### src/rtl/bridge_pkg.sv
// Constants and types shared by the host bridge, its discard timer and the testbench.
// How it works
// Device role only: master and target.
// Host arbitrates and configures the device.
// Master carries DMA descriptor and buffer accesses.
// DMA addresses pass to bus unchanged.
// Descriptor or transmit read error raises interrupt.
// After error, abort all DMA requests until reset; the code also resumes them once sts_clear clears the flag.
// Host software resets to recover after error.
// Soft reset bit resets the device.
// Descriptor fetch error aborts processing at once.
// Transmit read error reported with data or close.
// Receive and descriptor writes posted, never error.
// Gating logic decides host interrupt assertion.
// Target reaches config and control registers.
// Target register access selects byte order.
// Narrow reads return word, narrow writes dropped.
// Flush read data after 32768 idle clocks.
// Error status latched, cleared by writing one.
package bridge_pkg;

  // Kinds of master request made by the DMA engines.
  typedef enum logic [2:0] {
    REQ_DESC_READ  = 3'b000,
    REQ_TXDATA_RD  = 3'b001,
    REQ_RXDATA_WR  = 3'b010,
    REQ_DESC_WRITE = 3'b011,
    REQ_DESC_CLOSE = 3'b100
  } req_kind_t;

  // Target access spaces.
  typedef enum logic [1:0] {
    SPACE_CFG = 2'b00,
    SPACE_MEM = 2'b01,
    SPACE_IO  = 2'b10
  } space_t;

  // Master sequencer states.
  typedef enum logic [1:0] {
    M_IDLE = 2'b00,
    M_BUSY = 2'b01,
    M_DONE = 2'b10
  } mstate_t;

  localparam logic [3:0]  FULL_BYTES      = 4'hf;
  localparam int          DISCARD_CLOCKS  = 32768;
  localparam logic [15:0] DISCARD_LIMIT   = 16'h7fff;
  localparam logic [31:0] RESET_WORD      = 32'h0000_0000;
  localparam logic [7:0]  WORD_ADDR_BITS  = 8'h08;

endpackage

### src/rtl/discard_timer.sv
// Read-data discard timer for the target side.
module discard_timer
  import bridge_pkg::*;
(
  // Clock and reset.
  input  wire logic clk,
  input  wire logic reset_n,
  // Control.
  input  wire logic armed,
  input  wire logic taken,
  // Result.
  output logic      flush
);

  logic [15:0] count_q;

  // Counts clocks while fetched data waits for the bus master.
  always_ff @(posedge clk) begin
    if (!reset_n || !armed || taken) begin
      count_q <= 16'h0000;
      flush   <= 1'b0;
    end else if (count_q == DISCARD_LIMIT) begin
      count_q <= 16'h0000;
      flush   <= 1'b1;
    end else begin
      count_q <= count_q + 16'h0001;
      flush   <= 1'b0;
    end
  end

endmodule

### src/rtl/host_bridge.sv
// Host bridge: master error handling, target register path and interrupt gating.
module host_bridge
  import bridge_pkg::*;
(
  // Clock and reset.
  input  wire logic        clk,
  input  wire logic        reset_n,
  // DMA master requests.
  input  wire logic        dma_req,
  input  wire req_kind_t   dma_kind,
  input  wire logic [31:0] dma_addr,
  input  wire logic [31:0] dma_wdata,
  input  wire logic        dma_last,
  // Bus master side toward the host.
  output logic             bus_req,
  output logic [31:0]      bus_addr,
  output logic [31:0]      bus_wdata,
  output logic             bus_write,
  input  wire logic        bus_grant,
  input  wire logic        bus_done,
  input  wire logic        bus_error,
  input  wire logic [31:0] bus_rdata,
  // Answers to the DMA engines.
  output logic             dma_ack,
  output logic             dma_abort,
  output logic [31:0]      dma_rdata,
  output logic             desc_abort,
  output logic             txdata_err,
  output logic             close_err,
  // Soft reset and status.
  input  wire logic        soft_reset_bit,
  input  wire logic        sts_clear,
  output logic             master_bus_error_irq,
  // Target side.
  input  wire logic        tgt_req,
  input  wire space_t      tgt_space,
  input  wire logic        tgt_write,
  input  wire logic [3:0]  tgt_byte_en,
  input  wire logic [7:0]  tgt_addr,
  input  wire logic [31:0] tgt_wdata,
  input  wire logic        tgt_big_endian,
  input  wire logic        tgt_taken,
  output logic             tgt_ready,
  output logic [31:0]      tgt_rdata,
  output logic             reg_wr,
  output space_t           reg_space,
  output logic [7:0]       reg_addr,
  output logic [31:0]      reg_wdata,
  input  wire logic [31:0] reg_rdata,
  // Interrupt gating.
  input  wire logic        irq_src,
  input  wire logic        irq_disable,
  output logic             irq_status,
  output logic             host_irq_n
);

  ////////////////////////////////////////////////////////////////////////
  // Master side.

  mstate_t   state_q;
  req_kind_t kind_q;
  logic      last_q;
  logic      live_reset_n;
  logic      flush;

  // Soft reset acts like a hardware reset on the whole bridge.
  assign live_reset_n = reset_n & ~soft_reset_bit;

  // The sequencer keeps one transfer outstanding. A refused request never
  // reaches the bus, so a latched error cannot leak stray cycles to the host,
  // and the one-cycle done state keeps back-to-back requests apart.
  // Master sequencer; only ever requests, the host grants.
  always_ff @(posedge clk) begin
    if (!live_reset_n) begin
      state_q   <= M_IDLE;
      kind_q    <= REQ_DESC_READ;
      last_q    <= 1'b0;
      bus_req   <= 1'b0;
      bus_addr  <= RESET_WORD;
      bus_wdata <= RESET_WORD;
      bus_write <= 1'b0;
    end else begin
      unique case (state_q)
        M_IDLE: begin
          if (dma_req && !master_bus_error_irq) begin
            state_q   <= M_BUSY;
            kind_q    <= dma_kind;
            last_q    <= dma_last;
            bus_req   <= 1'b1;
            bus_addr  <= dma_addr;
            bus_wdata <= dma_wdata;
            bus_write <= (dma_kind == REQ_RXDATA_WR) ||
                         (dma_kind == REQ_DESC_WRITE) || (dma_kind == REQ_DESC_CLOSE);
          end
        end
        M_BUSY: begin
          if (bus_grant) begin
            bus_req <= 1'b0;
          end
          if (bus_done || bus_error) begin
            state_q <= M_DONE;
            bus_req <= 1'b0;
          end
        end
        M_DONE: begin
          state_q <= M_IDLE;
        end
        default: begin
          state_q <= M_IDLE; // The unused code falls back to idle.
        end
      endcase
    end
  end

  // Answers toward the DMA engines; one-cycle pulses, except dma_abort, high while a refused request is held, and dma_rdata, which keeps the last read word.
  always_ff @(posedge clk) begin
    if (!live_reset_n) begin
      dma_ack    <= 1'b0;
      dma_abort  <= 1'b0;
      dma_rdata  <= RESET_WORD;
      desc_abort <= 1'b0;
      txdata_err <= 1'b0;
      close_err  <= 1'b0;
    end else begin
      dma_ack    <= (state_q == M_BUSY) && bus_done && !bus_error;
      dma_abort  <= (state_q == M_IDLE) && dma_req && master_bus_error_irq;
      desc_abort <= (state_q == M_BUSY) && bus_error && (kind_q == REQ_DESC_READ);
      txdata_err <= (state_q == M_BUSY) && bus_error && (kind_q == REQ_TXDATA_RD) &&
                    !last_q;
      close_err  <= (state_q == M_BUSY) && bus_error && (kind_q == REQ_TXDATA_RD) &&
                    last_q;
      if ((state_q == M_BUSY) && bus_done && !bus_write) begin
        dma_rdata <= bus_rdata;
      end
    end
  end

  // Only reads of host memory can set it; posted writes finish without a
  // reply that the bridge could blame, so their errors are ignored here.
  // Latched error flag; a new error wins over a clear in the same cycle.
  always_ff @(posedge clk) begin
    if (!live_reset_n) begin
      master_bus_error_irq <= 1'b0;
    end else if ((state_q == M_BUSY) && bus_error && !bus_write) begin
      master_bus_error_irq <= 1'b1;
    end else if (sts_clear) begin
      master_bus_error_irq <= 1'b0;
    end
  end

  ////////////////////////////////////////////////////////////////////////
  // Target side.

  logic        pending_q;
  logic [31:0] fetched;

  // Byte order swap for big-endian memory accesses; I/O is little only.
  function automatic logic [31:0] swap(input logic [31:0] w);
    swap = {w[7:0], w[15:8], w[23:16], w[31:24]};
  endfunction

  // Read data is swapped before capture so that tgt_rdata stays a plain register.
  assign fetched = (tgt_big_endian && tgt_space == SPACE_MEM) ? swap(reg_rdata) : reg_rdata;

  // Register write path: full words only, narrow writes dropped.
  always_ff @(posedge clk) begin
    if (!live_reset_n) begin
      reg_wr    <= 1'b0;
      reg_space <= SPACE_CFG;
      reg_addr  <= 8'h00;
      reg_wdata <= RESET_WORD;
    end else begin
      reg_wr    <= tgt_req && tgt_write && (tgt_byte_en == FULL_BYTES);
      reg_space <= tgt_space;
      reg_addr  <= tgt_addr;
      reg_wdata <= (tgt_big_endian && tgt_space == SPACE_MEM) ? swap(tgt_wdata)
                                                              : tgt_wdata;
    end
  end

  // Data stays on offer until the bus master takes it or the discard timer
  // runs out, so that a stalled master cannot lock the bus.
  // Read path: whole word fetched whatever the byte enables.
  always_ff @(posedge clk) begin
    if (!live_reset_n) begin
      pending_q <= 1'b0;
      tgt_ready <= 1'b0;
      tgt_rdata <= RESET_WORD;
    end else if (tgt_req && !tgt_write) begin
      pending_q <= 1'b1;
      tgt_ready <= 1'b1;
      tgt_rdata <= fetched;
    end else if (tgt_taken || flush) begin
      pending_q <= 1'b0;
      tgt_ready <= 1'b0;
      tgt_rdata <= RESET_WORD;
    end
  end

  // The timer restarts whenever the data is taken or is no longer pending.
  discard_timer u_discard (
    .clk     (clk),
    .reset_n (live_reset_n),
    .armed   (pending_q),
    .taken   (tgt_taken),
    .flush   (flush)
  );

  ////////////////////////////////////////////////////////////////////////
  // Interrupt gating.

  // The gate is registered so that the host pin comes straight from a flip-flop.
  // Host sees the interrupt only while not disabled; status shows the raw source.
  always_ff @(posedge clk) begin
    if (!live_reset_n) begin
      host_irq_n <= 1'b1;
      irq_status <= 1'b0;
    end else begin
      host_irq_n <= ~(irq_src && !irq_disable);
      irq_status <= irq_src;
    end
  end

endmodule

### config.mk
export PLATFORM = sky130hd
export DESIGN_NAME = host_bridge
export DESIGN_NICKNAME = d
export VERILOG_FILES = /design/src/rtl/bridge_pkg.sv /design/src/rtl/discard_timer.sv /design/src/rtl/host_bridge.sv
export SDC_FILE = /design/constraint.sdc
export NUM_CORES = 1
export LEC_CHECK = 0
export ABC_CLOCK_PERIOD_IN_PS = 1800
export BUFFER_PORTS_ARGS = -buffer_cell sky130_fd_sc_hd__buf_2
export CAP_MARGIN = 40
export CORE_MARGIN = 8
export CORE_UTILIZATION = 45
export DETAILED_ROUTE_END_ITERATION = 10
export GPL_TIMING_DRIVEN = 0
export PLACE_DENSITY = 0.8
export SLEW_MARGIN = 20
export SYNTH_ARGS = -nofsm -noshare
export SYNTH_HDL_FRONTEND = slang
export SYNTH_SLANG_ARGS = --single-unit
### constraint.sdc
create_clock -name clk -period 1.8 [get_ports clk]
set_input_delay 0.36 -clock clk [delete_from_list [all_inputs] [get_ports clk]]
set_output_delay 0.36 -clock clk [all_outputs]
set_load 0.1 [all_outputs]
==> metrics.txt, run 1 <==
# TYPE chip_impl_metric gauge
chip_impl_metric{name="overflow",unit=""} 0
chip_impl_info{name="largest_family_of_logic_cells_by_synthesized_area",value="simple AND/OR/NAND/NOR gates"} 1
chip_impl_metric{name="mappedNetlistArea",unit="sq um"} 7386
chip_impl_info{name="critical_path.endpoint_type",value="primary output"} 1
chip_impl_metric{name="min_period",unit="ns"} 1.722
chip_impl_metric{name="clkLatencyLatePin",unit="ns"} 0.49
chip_impl_metric{name="clock_tree.htree_level_count",unit=""} 1
chip_impl_metric{name="placer_congestion",unit=""} 0.8803
chip_impl_metric{name="final_net_count",unit=""} 1457
chip_impl_metric{name="port-buffer-count",unit=""} 373
chip_impl_metric{name="area_delta_synth_final",unit="%"} 39.10
chip_impl_metric{name="worst_ir_drop_vdd",unit="uV"} 662.2
chip_impl_info{name="cts_root_cell",value="clkbuf_16"} 1
chip_impl_info{name="cp_slowest_cell",value="buf_2"} 1
chip_impl_metric{name="tritoncts.num_buffers",unit=""} 22
chip_impl_info{name="min_path_type",value="primary input to flip-flop"} 1
chip_impl_metric{name="avgRoutedWirePerCell",unit="um"} 17.62
chip_impl_metric{name="worst_clock_skew",unit="ns"} 0.01050
chip_impl_metric{name="synth_seq_cells",unit=""} 205
chip_impl_metric{name="final-max-slew-violation-count",unit=""} 0
chip_impl_metric{name="dr.pass1.iters",unit=""} 4
chip_impl_metric{name="grt_first_pass_wirelength",unit="um"} 39290
chip_impl_metric{name="path_max_fanout",unit=""} 2
chip_impl_metric{name="synthMuxAreaShare",unit="%"} 5.014
chip_impl_metric{name="syn_area_per_cell",unit="sq um"} 8.499
chip_impl_info{name="dominantRegCellSynth",value="dfxtp_1"} 1
chip_impl_metric{name="ant_nets",unit=""} 0
chip_impl_metric{name="place_inst",unit=""} 1462
chip_impl_metric{name="leakage_power_total",unit="nW"} 4.732
chip_impl_metric{name="hold_violations",unit=""} 0
chip_impl_metric{name="floorplan.die.width",unit="um"} 144.1
chip_impl_info{name="setup.worst_path.start_class",value="flip-flop"} 1
chip_impl_metric{name="relSlewSlack",unit="%"} 59.80
chip_impl_metric{name="grt_pass1_vias",unit=""} 7559
chip_impl_info{name="worstSetupPathType",value="flip-flop to primary output"} 1
chip_impl_metric{name="hpwl",unit="um"} 20380
chip_impl_metric{name="fraction_of_layout_instances_using_a_drive_strength_above_1",unit="%"} 36.36
chip_impl_metric{name="dr.first_iter.drc_count",unit=""} 345
chip_impl_metric{name="fillCellCount",unit=""} 1425
chip_impl_metric{name="setup_violations",unit=""} 0
chip_impl_metric{name="placement_rows",unit=""} 47
chip_impl_info{name="yosys.area.top_type",value="dfxtp_1"} 1
chip_impl_metric{name="synth-warning-count",unit=""} 0
chip_impl_metric{name="post_synth_num_cell_types",unit=""} 39
chip_impl_metric{name="clock_path_buffers",unit=""} 3
chip_impl_metric{name="vias",unit=""} 7538
chip_impl_metric{name="drv.max_cap_violation_count",unit=""} 0
chip_impl_metric{name="cp_slowest_stage_delay",unit="ns"} 0.46
chip_impl_metric{name="yosys.area.top_type_share",unit="%"} 55.56
chip_impl_metric{name="seq_area_frac_synth",unit="%"} 55.56
chip_impl_metric{name="die-area",unit="sq um"} 20770
chip_impl_metric{name="tcrit_tclk_final",unit="%"} 95.65
chip_impl_metric{name="io_pins",unit=""} 374
chip_impl_metric{name="power-per-cell-area",unit="nW/um^2"} 1050
chip_impl_info{name="cell_by_cell_trace_of_the_critical_path",value="buf_2"} 1
chip_impl_metric{name="cp_num_buf_inv",unit=""} 1
chip_impl_info{name="synthTopCellsByArea",value="dfxtp_1 (56%), nand2_1 (14%), a21oi_1 (9.0%), mux2_2 (4.9%), a22oi_1 (3.3%)"} 1
chip_impl_metric{name="yosys.area_share.adder",unit="%"} 0.1694
chip_impl_metric{name="antenna_found_initial",unit=""} 1
chip_impl_metric{name="wl",unit="um"} 26450
chip_impl_info{name="setup_repair_after_global_routing_missed_its_margin",value="yes"} 1
chip_impl_metric{name="final_util",unit="%"} 63.07
chip_impl_metric{name="endpoint_arrival_time_on_the_critical_path",unit="ns"} 1.36
chip_impl_info{name="clock_tree_from_tritoncts",value="yes"} 1
chip_impl_metric{name="grt_usage",unit="%"} 23.81
chip_impl_metric{name="floorplan.die.height",unit="um"} 144.1
chip_impl_metric{name="yosys.area_share.xor_xnor",unit="%"} 1.542
chip_impl_metric{name="number_of_standard_cells_after_synthesis",unit=""} 869
chip_impl_metric{name="synth-compound-area-share",unit="%"} 12.89
chip_impl_metric{name="share_of_synthesized_flip_flops_with_an_asynchronous_set_or_reset",unit="%"} 0
chip_impl_metric{name="synth_enable_flop_cells",unit=""} 0
chip_impl_metric{name="finish.cell_count_without_fillers",unit=""} 1501
chip_impl_metric{name="max_slew.worst_pin.slew",unit="ns"} 0.6030
chip_impl_info{name="synth_commonest_cells",value="nand2_1 (274), dfxtp_1 (205), a21oi_1 (133)"} 1
chip_impl_metric{name="fmaxAchievable",unit="MHz"} 580.8
chip_impl_metric{name="clk_transition_reported_paths",unit="ns"} 0.06
chip_impl_metric{name="synth_fp_nets",unit=""} 1062
chip_impl_metric{name="start_util",unit="%"} 45.34
chip_impl_metric{name="synth_simple_gate_area_share",unit="%"} 21.55
chip_impl_metric{name="post-cts-setup-buffer-count",unit=""} 0
chip_impl_metric{name="numClockSinks",unit=""} 205
chip_impl_info{name="dominant_cell_by_count_in_the_synthesized_netlist",value="nand2_1"} 1
chip_impl_metric{name="timing.critical_path.required",unit="ns"} 1.44
chip_impl_metric{name="detailedPlace.worstSlack",unit="ns"} -0.7500
chip_impl_info{name="crit_family",value="buffers and inverters"} 1
chip_impl_metric{name="drcViolationCount",unit=""} 0
chip_impl_metric{name="post-route-worst-setup-slack",unit="ns"} 0.07832
chip_impl_metric{name="grt_start_max_net_pins",unit=""} 20
chip_impl_metric{name="vias_per_cell",unit=""} 5.022
chip_impl_metric{name="core_region_area",unit="sq um"} 16290
chip_impl_info{name="run_status",value="finished, final reports clean"} 1
## registers in the layout (all words and copies together), names as in the netlist, 2 cells and up
register and count:
tgt_rdata 32, bus_addr 32, dma_rdata 32, reg_wdata 32, reg_addr 8, reg_space 2, bus_wdata 32, u_discard.count_q 16
kind_q 3, state_q 2
## timing repair
action | 4_1_cts | 5_1_grt
pin swaps | 0 | 1
setup endpoints to repair | 108 | 54
gates resized for setup | 9 | 21
hold buffers | 0 | 0
## through the flow
step | TNS, ns | hold WS [ns] | total power, mW | instance area [sq um]
6_report | 0 | 0.05535 | 10.79 | 10270
5_1_grt | -0.002617 | 0.05180 | 11.16 | 10270
4_1_cts | 0 | 0.03730 | 10.86 | 10240
3_5_place_dp | -61.38 | 0.4234 | 6.520 | 9534
3_3_place_gp | -55.28 | 0.4204 | 6.499 | 9534
2_1_floorplan | 0 | 0.4108 | 6.020 | 7392
## power by group
group	total (mW)	internal, mW	switching [mW]
Clock	4.36	2.58	1.78
Combinational	1.72	0.401	1.32
Sequential	4.71	4.65	0.0517
Total	10.8	7.63	3.16
## placed cells by master, fill, tap and decap left out, types with 3 or more instances in the layout
cell | synthesis | routed
a21oi_1 | 133 | 133
a22oi_1 | 32 | 32
and2_1 | 11 | 11
buf_1 | 5 | 5
buf_2 | 4 | 376
clkbuf_1 | 51 | 44
clkbuf_16 | 0 | 23
clkbuf_2 | 0 | 14
dfxtp_1 | 205 | 199
dfxtp_2 | 0 | 5
inv_1 | 3 | 3
mux2_2 | 32 | 32
nand2_1 | 274 | 274
nand3_1 | 5 | 5
nand4_1 | 3 | 3
nor2_1 | 59 | 59
nor3_1 | 8 | 7
nor3b_1 | 3 | 3
nor4_1 | 4 | 4
xnor2_1 | 10 | 10
xor2_1 | 3 | 3
## logic make-up (layout without fill, tap and decap cells)
group | after synthesis | after routing
flops | 205 | 205
xor+xnor | 13 | 13
other cells | 0 | 2
mux | 33 | 33
compound gates | 171 | 171
simple gates | 383 | 383
buf+inv | 63 | 473
fa+ha+maj | 1 | 1
## worst paths after layout
| kind | startpoint | to | slack [ns] | cells past startpoint |
|---|---|---|---|---|
| setup / recovery | bus_wdata[25] | bus_wdata[25] | 0.08 | 1 |
| hold / removal | sts_clear | master_bus_error_irq | 0.06 | 2 |
| setup reg to reg | state_q[0] | bus_addr[21] | 0.11 | 5 |
| hold reg to reg | last_q | txdata_err | 0.44 | 1 |
## layer usage
layer	share of wire (%)	global-route usage, %
met5	0	0
met1	37	26.26
met3	10	6.438
met2	49	42.26
met4	3.7	10.13
## cell type report
cell class	count	area, sq um	area share (%)
Timing Repair Buffer	373	1867	18.17
Tap cell	220	275.3	2.679
Clock buffer	34	636.9	6.199
Multi-Input combinational cell	601	3067	29.85
Clock inverter	5	55.05	0.5359
Buffer	58	242.7	2.363
Sequential cell	205	4114	40.04
Inverter	3	11.26	0.1096
Antenna cell	2	5.005	0.04872
No activity file was read; power rests on OpenSTA's default activity.
==> run 2: changes to the inputs <==
CORE_AREA = 8 8 141 143   (was default)
CORE_MARGIN = default   (was 8)
CORE_UTILIZATION = default   (was 45)
CTS_BUF_LIST = sky130_fd_sc_hd__clkbuf_16   (was default)
DIE_AREA = 0 0 149 151   (was default)
PLACE_DENSITY = 0.76   (was 0.8)
SYNTH_HIERARCHICAL = 1   (was default)
==> run 2 against run 1 <==
Compared with the run above: clock power shrank 3%; first-iteration DRC count grew 39%; sequential power is essentially flat; die area grew 8.3%; design area grew 0.29%; non-clock buffer count grew 11; global-route usage shrank 1.4 points; sequential share of layout area shrank 0.18 points; highest routed layer unchanged.
==> metrics.txt, run 2 <==
# TYPE chip_impl_metric gauge
chip_impl_metric{name="post-route-worst-setup-slack",unit="ns"} 0.1261
chip_impl_metric{name="post_synth_num_cell_types",unit=""} 39
chip_impl_metric{name="finish.cell_count_without_fillers",unit=""} 1552
chip_impl_metric{name="vias",unit=""} 7847
chip_impl_metric{name="syn_area_per_cell",unit="sq um"} 8.208
chip_impl_info{name="dominantRegCellSynth",value="dfxtp_1"} 1
chip_impl_metric{name="final_net_count",unit=""} 1499
chip_impl_metric{name="share_of_synthesized_flip_flops_with_an_asynchronous_set_or_reset",unit="%"} 0
chip_impl_metric{name="hold_violations",unit=""} 0
chip_impl_info{name="mostFrequentLayoutCell",value="buf_2"} 1
chip_impl_info{name="cp_slowest_cell",value="buf_2"} 1
chip_impl_metric{name="rr_worst_depth",unit=""} 5
chip_impl_metric{name="grt_start_max_net_pins",unit=""} 14
chip_impl_info{name="worst_r2r_startpoint",value="state_q[0]"} 1
chip_impl_metric{name="seq_area_frac_synth",unit="%"} 54.94
chip_impl_metric{name="hpwl",unit="um"} 21270
chip_impl_metric{name="grt_pass1_vias",unit=""} 7450
chip_impl_metric{name="clk_transition_reported_paths",unit="ns"} 0.06
chip_impl_info{name="critical_path.endpoint_type",value="primary output"} 1
chip_impl_metric{name="path_max_fanout",unit=""} 2
chip_impl_metric{name="timing.critical_path.required",unit="ns"} 1.44
chip_impl_metric{name="core_region_area",unit="sq um"} 17660
chip_impl_info{name="crit_family",value="buffers and inverters"} 1
chip_impl_metric{name="post_cts_hold_buffer_count",unit=""} 0
chip_impl_metric{name="wl",unit="um"} 27270
chip_impl_metric{name="antenna_found_initial",unit=""} 0
chip_impl_metric{name="start_util",unit="%"} 42.30
chip_impl_metric{name="yosys.area.top_type_share",unit="%"} 54.94
chip_impl_metric{name="grt_usage",unit="%"} 22.40
chip_impl_metric{name="port-buffer-count",unit=""} 373
chip_impl_info{name="setup_repair_after_global_routing_missed_its_margin",value="no"} 1
chip_impl_info{name="min_delay_worst_endpoint",value="host_irq_n"} 1
chip_impl_metric{name="floorplan.die.width",unit="um"} 149
chip_impl_metric{name="leakage_power_total",unit="nW"} 4.779
chip_impl_metric{name="die-area",unit="sq um"} 22500
chip_impl_metric{name="fillCellCount",unit=""} 1615
chip_impl_metric{name="tritoncts.num_buffers",unit=""} 22
chip_impl_metric{name="total_power",unit="mW"} 10.75
chip_impl_metric{name="power-per-cell-area",unit="nW/um^2"} 1043
chip_impl_metric{name="synth_seq_cells",unit=""} 205
chip_impl_metric{name="placement_rows",unit=""} 49
chip_impl_metric{name="mappedNetlistArea",unit="sq um"} 7470
chip_impl_info{name="clock_tree_from_tritoncts",value="yes"} 1
chip_impl_metric{name="clock_tree.htree_level_count",unit=""} 1
chip_impl_metric{name="area_delta_synth_final",unit="%"} 37.94
chip_impl_metric{name="holdPathStages",unit=""} 2
chip_impl_metric{name="fin_area",unit="sq um"} 10300
chip_impl_metric{name="min_period",unit="ns"} 1.674
chip_impl_info{name="min_path_type",value="primary input to flip-flop"} 1
chip_impl_info{name="synth_commonest_cells",value="nand2_1 (335), dfxtp_1 (205), a21oi_1 (171)"} 1
chip_impl_metric{name="worst_ir_drop_vdd",unit="uV"} 815.8
chip_impl_metric{name="vias_per_cell",unit=""} 5.056
chip_impl_metric{name="fraction_of_layout_instances_using_a_drive_strength_above_1",unit="%"} 33.31
chip_impl_metric{name="dr.first_iter.drc_count",unit=""} 480
chip_impl_metric{name="fmaxAchievable",unit="MHz"} 597.4
chip_impl_metric{name="dpl_cell_area",unit="sq um"} 9627
chip_impl_metric{name="cp_slowest_stage_delay",unit="ns"} 0.45
chip_impl_metric{name="relSlewSlack",unit="%"} 56.16
chip_impl_info{name="synthTopCellsByArea",value="dfxtp_1 (55%), nand2_1 (17%), a21oi_1 (11%), a311oi_1 (3.8%), clkbuf_1 (1.7%)"} 1
chip_impl_metric{name="number_of_standard_cells_after_synthesis",unit=""} 910
chip_impl_metric{name="cp_num_buf_inv",unit=""} 1
chip_impl_info{name="yosys.area.top_type",value="dfxtp_1"} 1
chip_impl_metric{name="clock_path_buffers",unit=""} 3
chip_impl_metric{name="post_cts.resized_instances",unit=""} 0
chip_impl_metric{name="final_util",unit="%"} 58.35
chip_impl_metric{name="endpoint_arrival_time_on_the_critical_path",unit="ns"} 1.31
chip_impl_metric{name="overflow",unit=""} 0
chip_impl_metric{name="multiInputGateArea",unit="sq um"} 3024
chip_impl_metric{name="clkLatencyLatePin",unit="ns"} 0.50
chip_impl_metric{name="cp_num_cells",unit=""} 1
chip_impl_info{name="setup.worst_path.start_class",value="flip-flop"} 1
chip_impl_metric{name="drcViolationCount",unit=""} 0
chip_impl_info{name="cell_by_cell_trace_of_the_critical_path",value="buf_2"} 1
chip_impl_info{name="cts_root_cell",value="clkbuf_16"} 1
chip_impl_metric{name="finalSetupTns",unit="ns"} 0
chip_impl_metric{name="grt_first_pass_wirelength",unit="um"} 40410
chip_impl_metric{name="final-max-slew-violation-count",unit=""} 0
chip_impl_metric{name="floorplan.die.height",unit="um"} 151
chip_impl_metric{name="max_slew.worst_pin.slew",unit="ns"} 0.6576
chip_impl_metric{name="finalHoldWorstSlack",unit="ns"} 0.04536
chip_impl_info{name="hold_path_startpoint",value="irq_disable"} 1
chip_impl_metric{name="sequential_cell_area",unit="sq um"} 4108
chip_impl_metric{name="synth_fp_nets",unit=""} 1103
chip_impl_metric{name="avgRoutedWirePerCell",unit="um"} 17.57
chip_impl_metric{name="synth-warning-count",unit=""} 6
chip_impl_metric{name="detailedPlace.worstSlack",unit="ns"} -0.4340
chip_impl_metric{name="worst_clock_skew",unit="ns"} 0.007265
chip_impl_metric{name="synth_enable_flop_cells",unit=""} 0
chip_impl_metric{name="setup_violations",unit=""} 0
chip_impl_metric{name="ant_nets",unit=""} 0
chip_impl_info{name="run_status",value="finished, final reports clean"} 1
chip_impl_metric{name="numClockSinks",unit=""} 205
chip_impl_metric{name="place_inst",unit=""} 1512
chip_impl_metric{name="dr.pass1.iters",unit=""} 5
chip_impl_info{name="dominant_cell_by_count_in_the_synthesized_netlist",value="nand2_1"} 1
chip_impl_info{name="layout.cells.most_common_list",value="buf_2 (394), nand2_1 (335), dfxtp_1 (202), a21oi_1 (171)"} 1
chip_impl_metric{name="placer_congestion",unit=""} 0.8754
chip_impl_metric{name="ff2ff_setup_slack",unit="ns"} 0.19
chip_impl_info{name="worstSetupPathType",value="flip-flop to primary output"} 1
chip_impl_info{name="critical_path.reg2reg.endpoint",value="dma_rdata[25]"} 1
chip_impl_metric{name="drv.max_cap_violation_count",unit=""} 0
chip_impl_metric{name="tcrit_tclk_final",unit="%"} 92.99
chip_impl_metric{name="io_pins",unit=""} 374
==> run 2: changes by cell type in the layout (fill, tap and decap cells not counted), moves of 14 or more <==
cell | before | now
clkbuf_2 | 14 | 0
a311oi_1 | 0 | 32
a21oi_1 | 133 | 171
nor2_1 | 59 | 20
a22oi_1 | 32 | 0
mux2_2 | 32 | 0
buf_2 | 376 | 394
nand2_1 | 274 | 335
==> run 2: routing by layer <==
layer | share of wire [%] | track usage (%) | wire length, um
met1 | 39 | 25.67 | 10590
met2 | 50 | 39.64 | 13600
met3 | 8.4 | 6.035 | 2301
met4 | 2.8 | 7.521 | 775
met5 | 0 | 0 | 0
==> run 2: repair_timing <==
item	4_1_cts	5_1_grt
hold endpoints to repair	0	0
setup endpoints to repair	0	10
setup buffers	0	0
==> run 2: area by class of cell <==
class / count / share of cell area [%]
sequential: 205 / 39.87
multi-input combinational: 633 / 29.35
timing repair buffer: 373 / 18.12
clock buffer: 23 / 5.586
buffer: 69 / 3.206
tap: 229 / 2.781
clock inverter: 16 / 0.9715
inverter: 2 / 0.07286
antenna: 2 / 0.04857
==> run 2: worst max path at each step <==
| stage | startpoint | endpoint | slack [ns] |
|---|---|---|---|
| 6_report | bus_addr[31] | bus_addr[31] | 0.13 |
| 3_5_place_dp | soft_reset_bit | u_discard/count_q[11] | -0.43 |
| 3_3_place_gp | soft_reset_bit | u_discard/count_q[5] | -0.38 |
| 2_1_floorplan | master_bus_error_irq | bus_addr[28] | 0.09 |
| 5_1_grt | state_q[0] | dma_rdata[25] | 0.01 |
| 4_1_cts | bus_addr[31] | bus_addr[31] | 0.09 |
==> run 2: logic make-up after synthesis <==
logic type,Yosys count,share of synthesized area (%)
fa+ha+maj,1,0.1675
compound gates,209,15.78
simple gates,411,23.12
buf+inv,72,4.573
flops,205,54.94
mux,1,0.1340
xor+xnor,11,1.290
==> run 2: report_power, final <==
part	total (mW)	leakage (nW)	switching [mW]	internal, mW
clock	4.24	0.351	1.80	2.45
combinational	1.79	2.76	1.40	0.392
sequential	4.72	1.67	0.0540	4.66
total	10.7	4.78	3.25	7.50
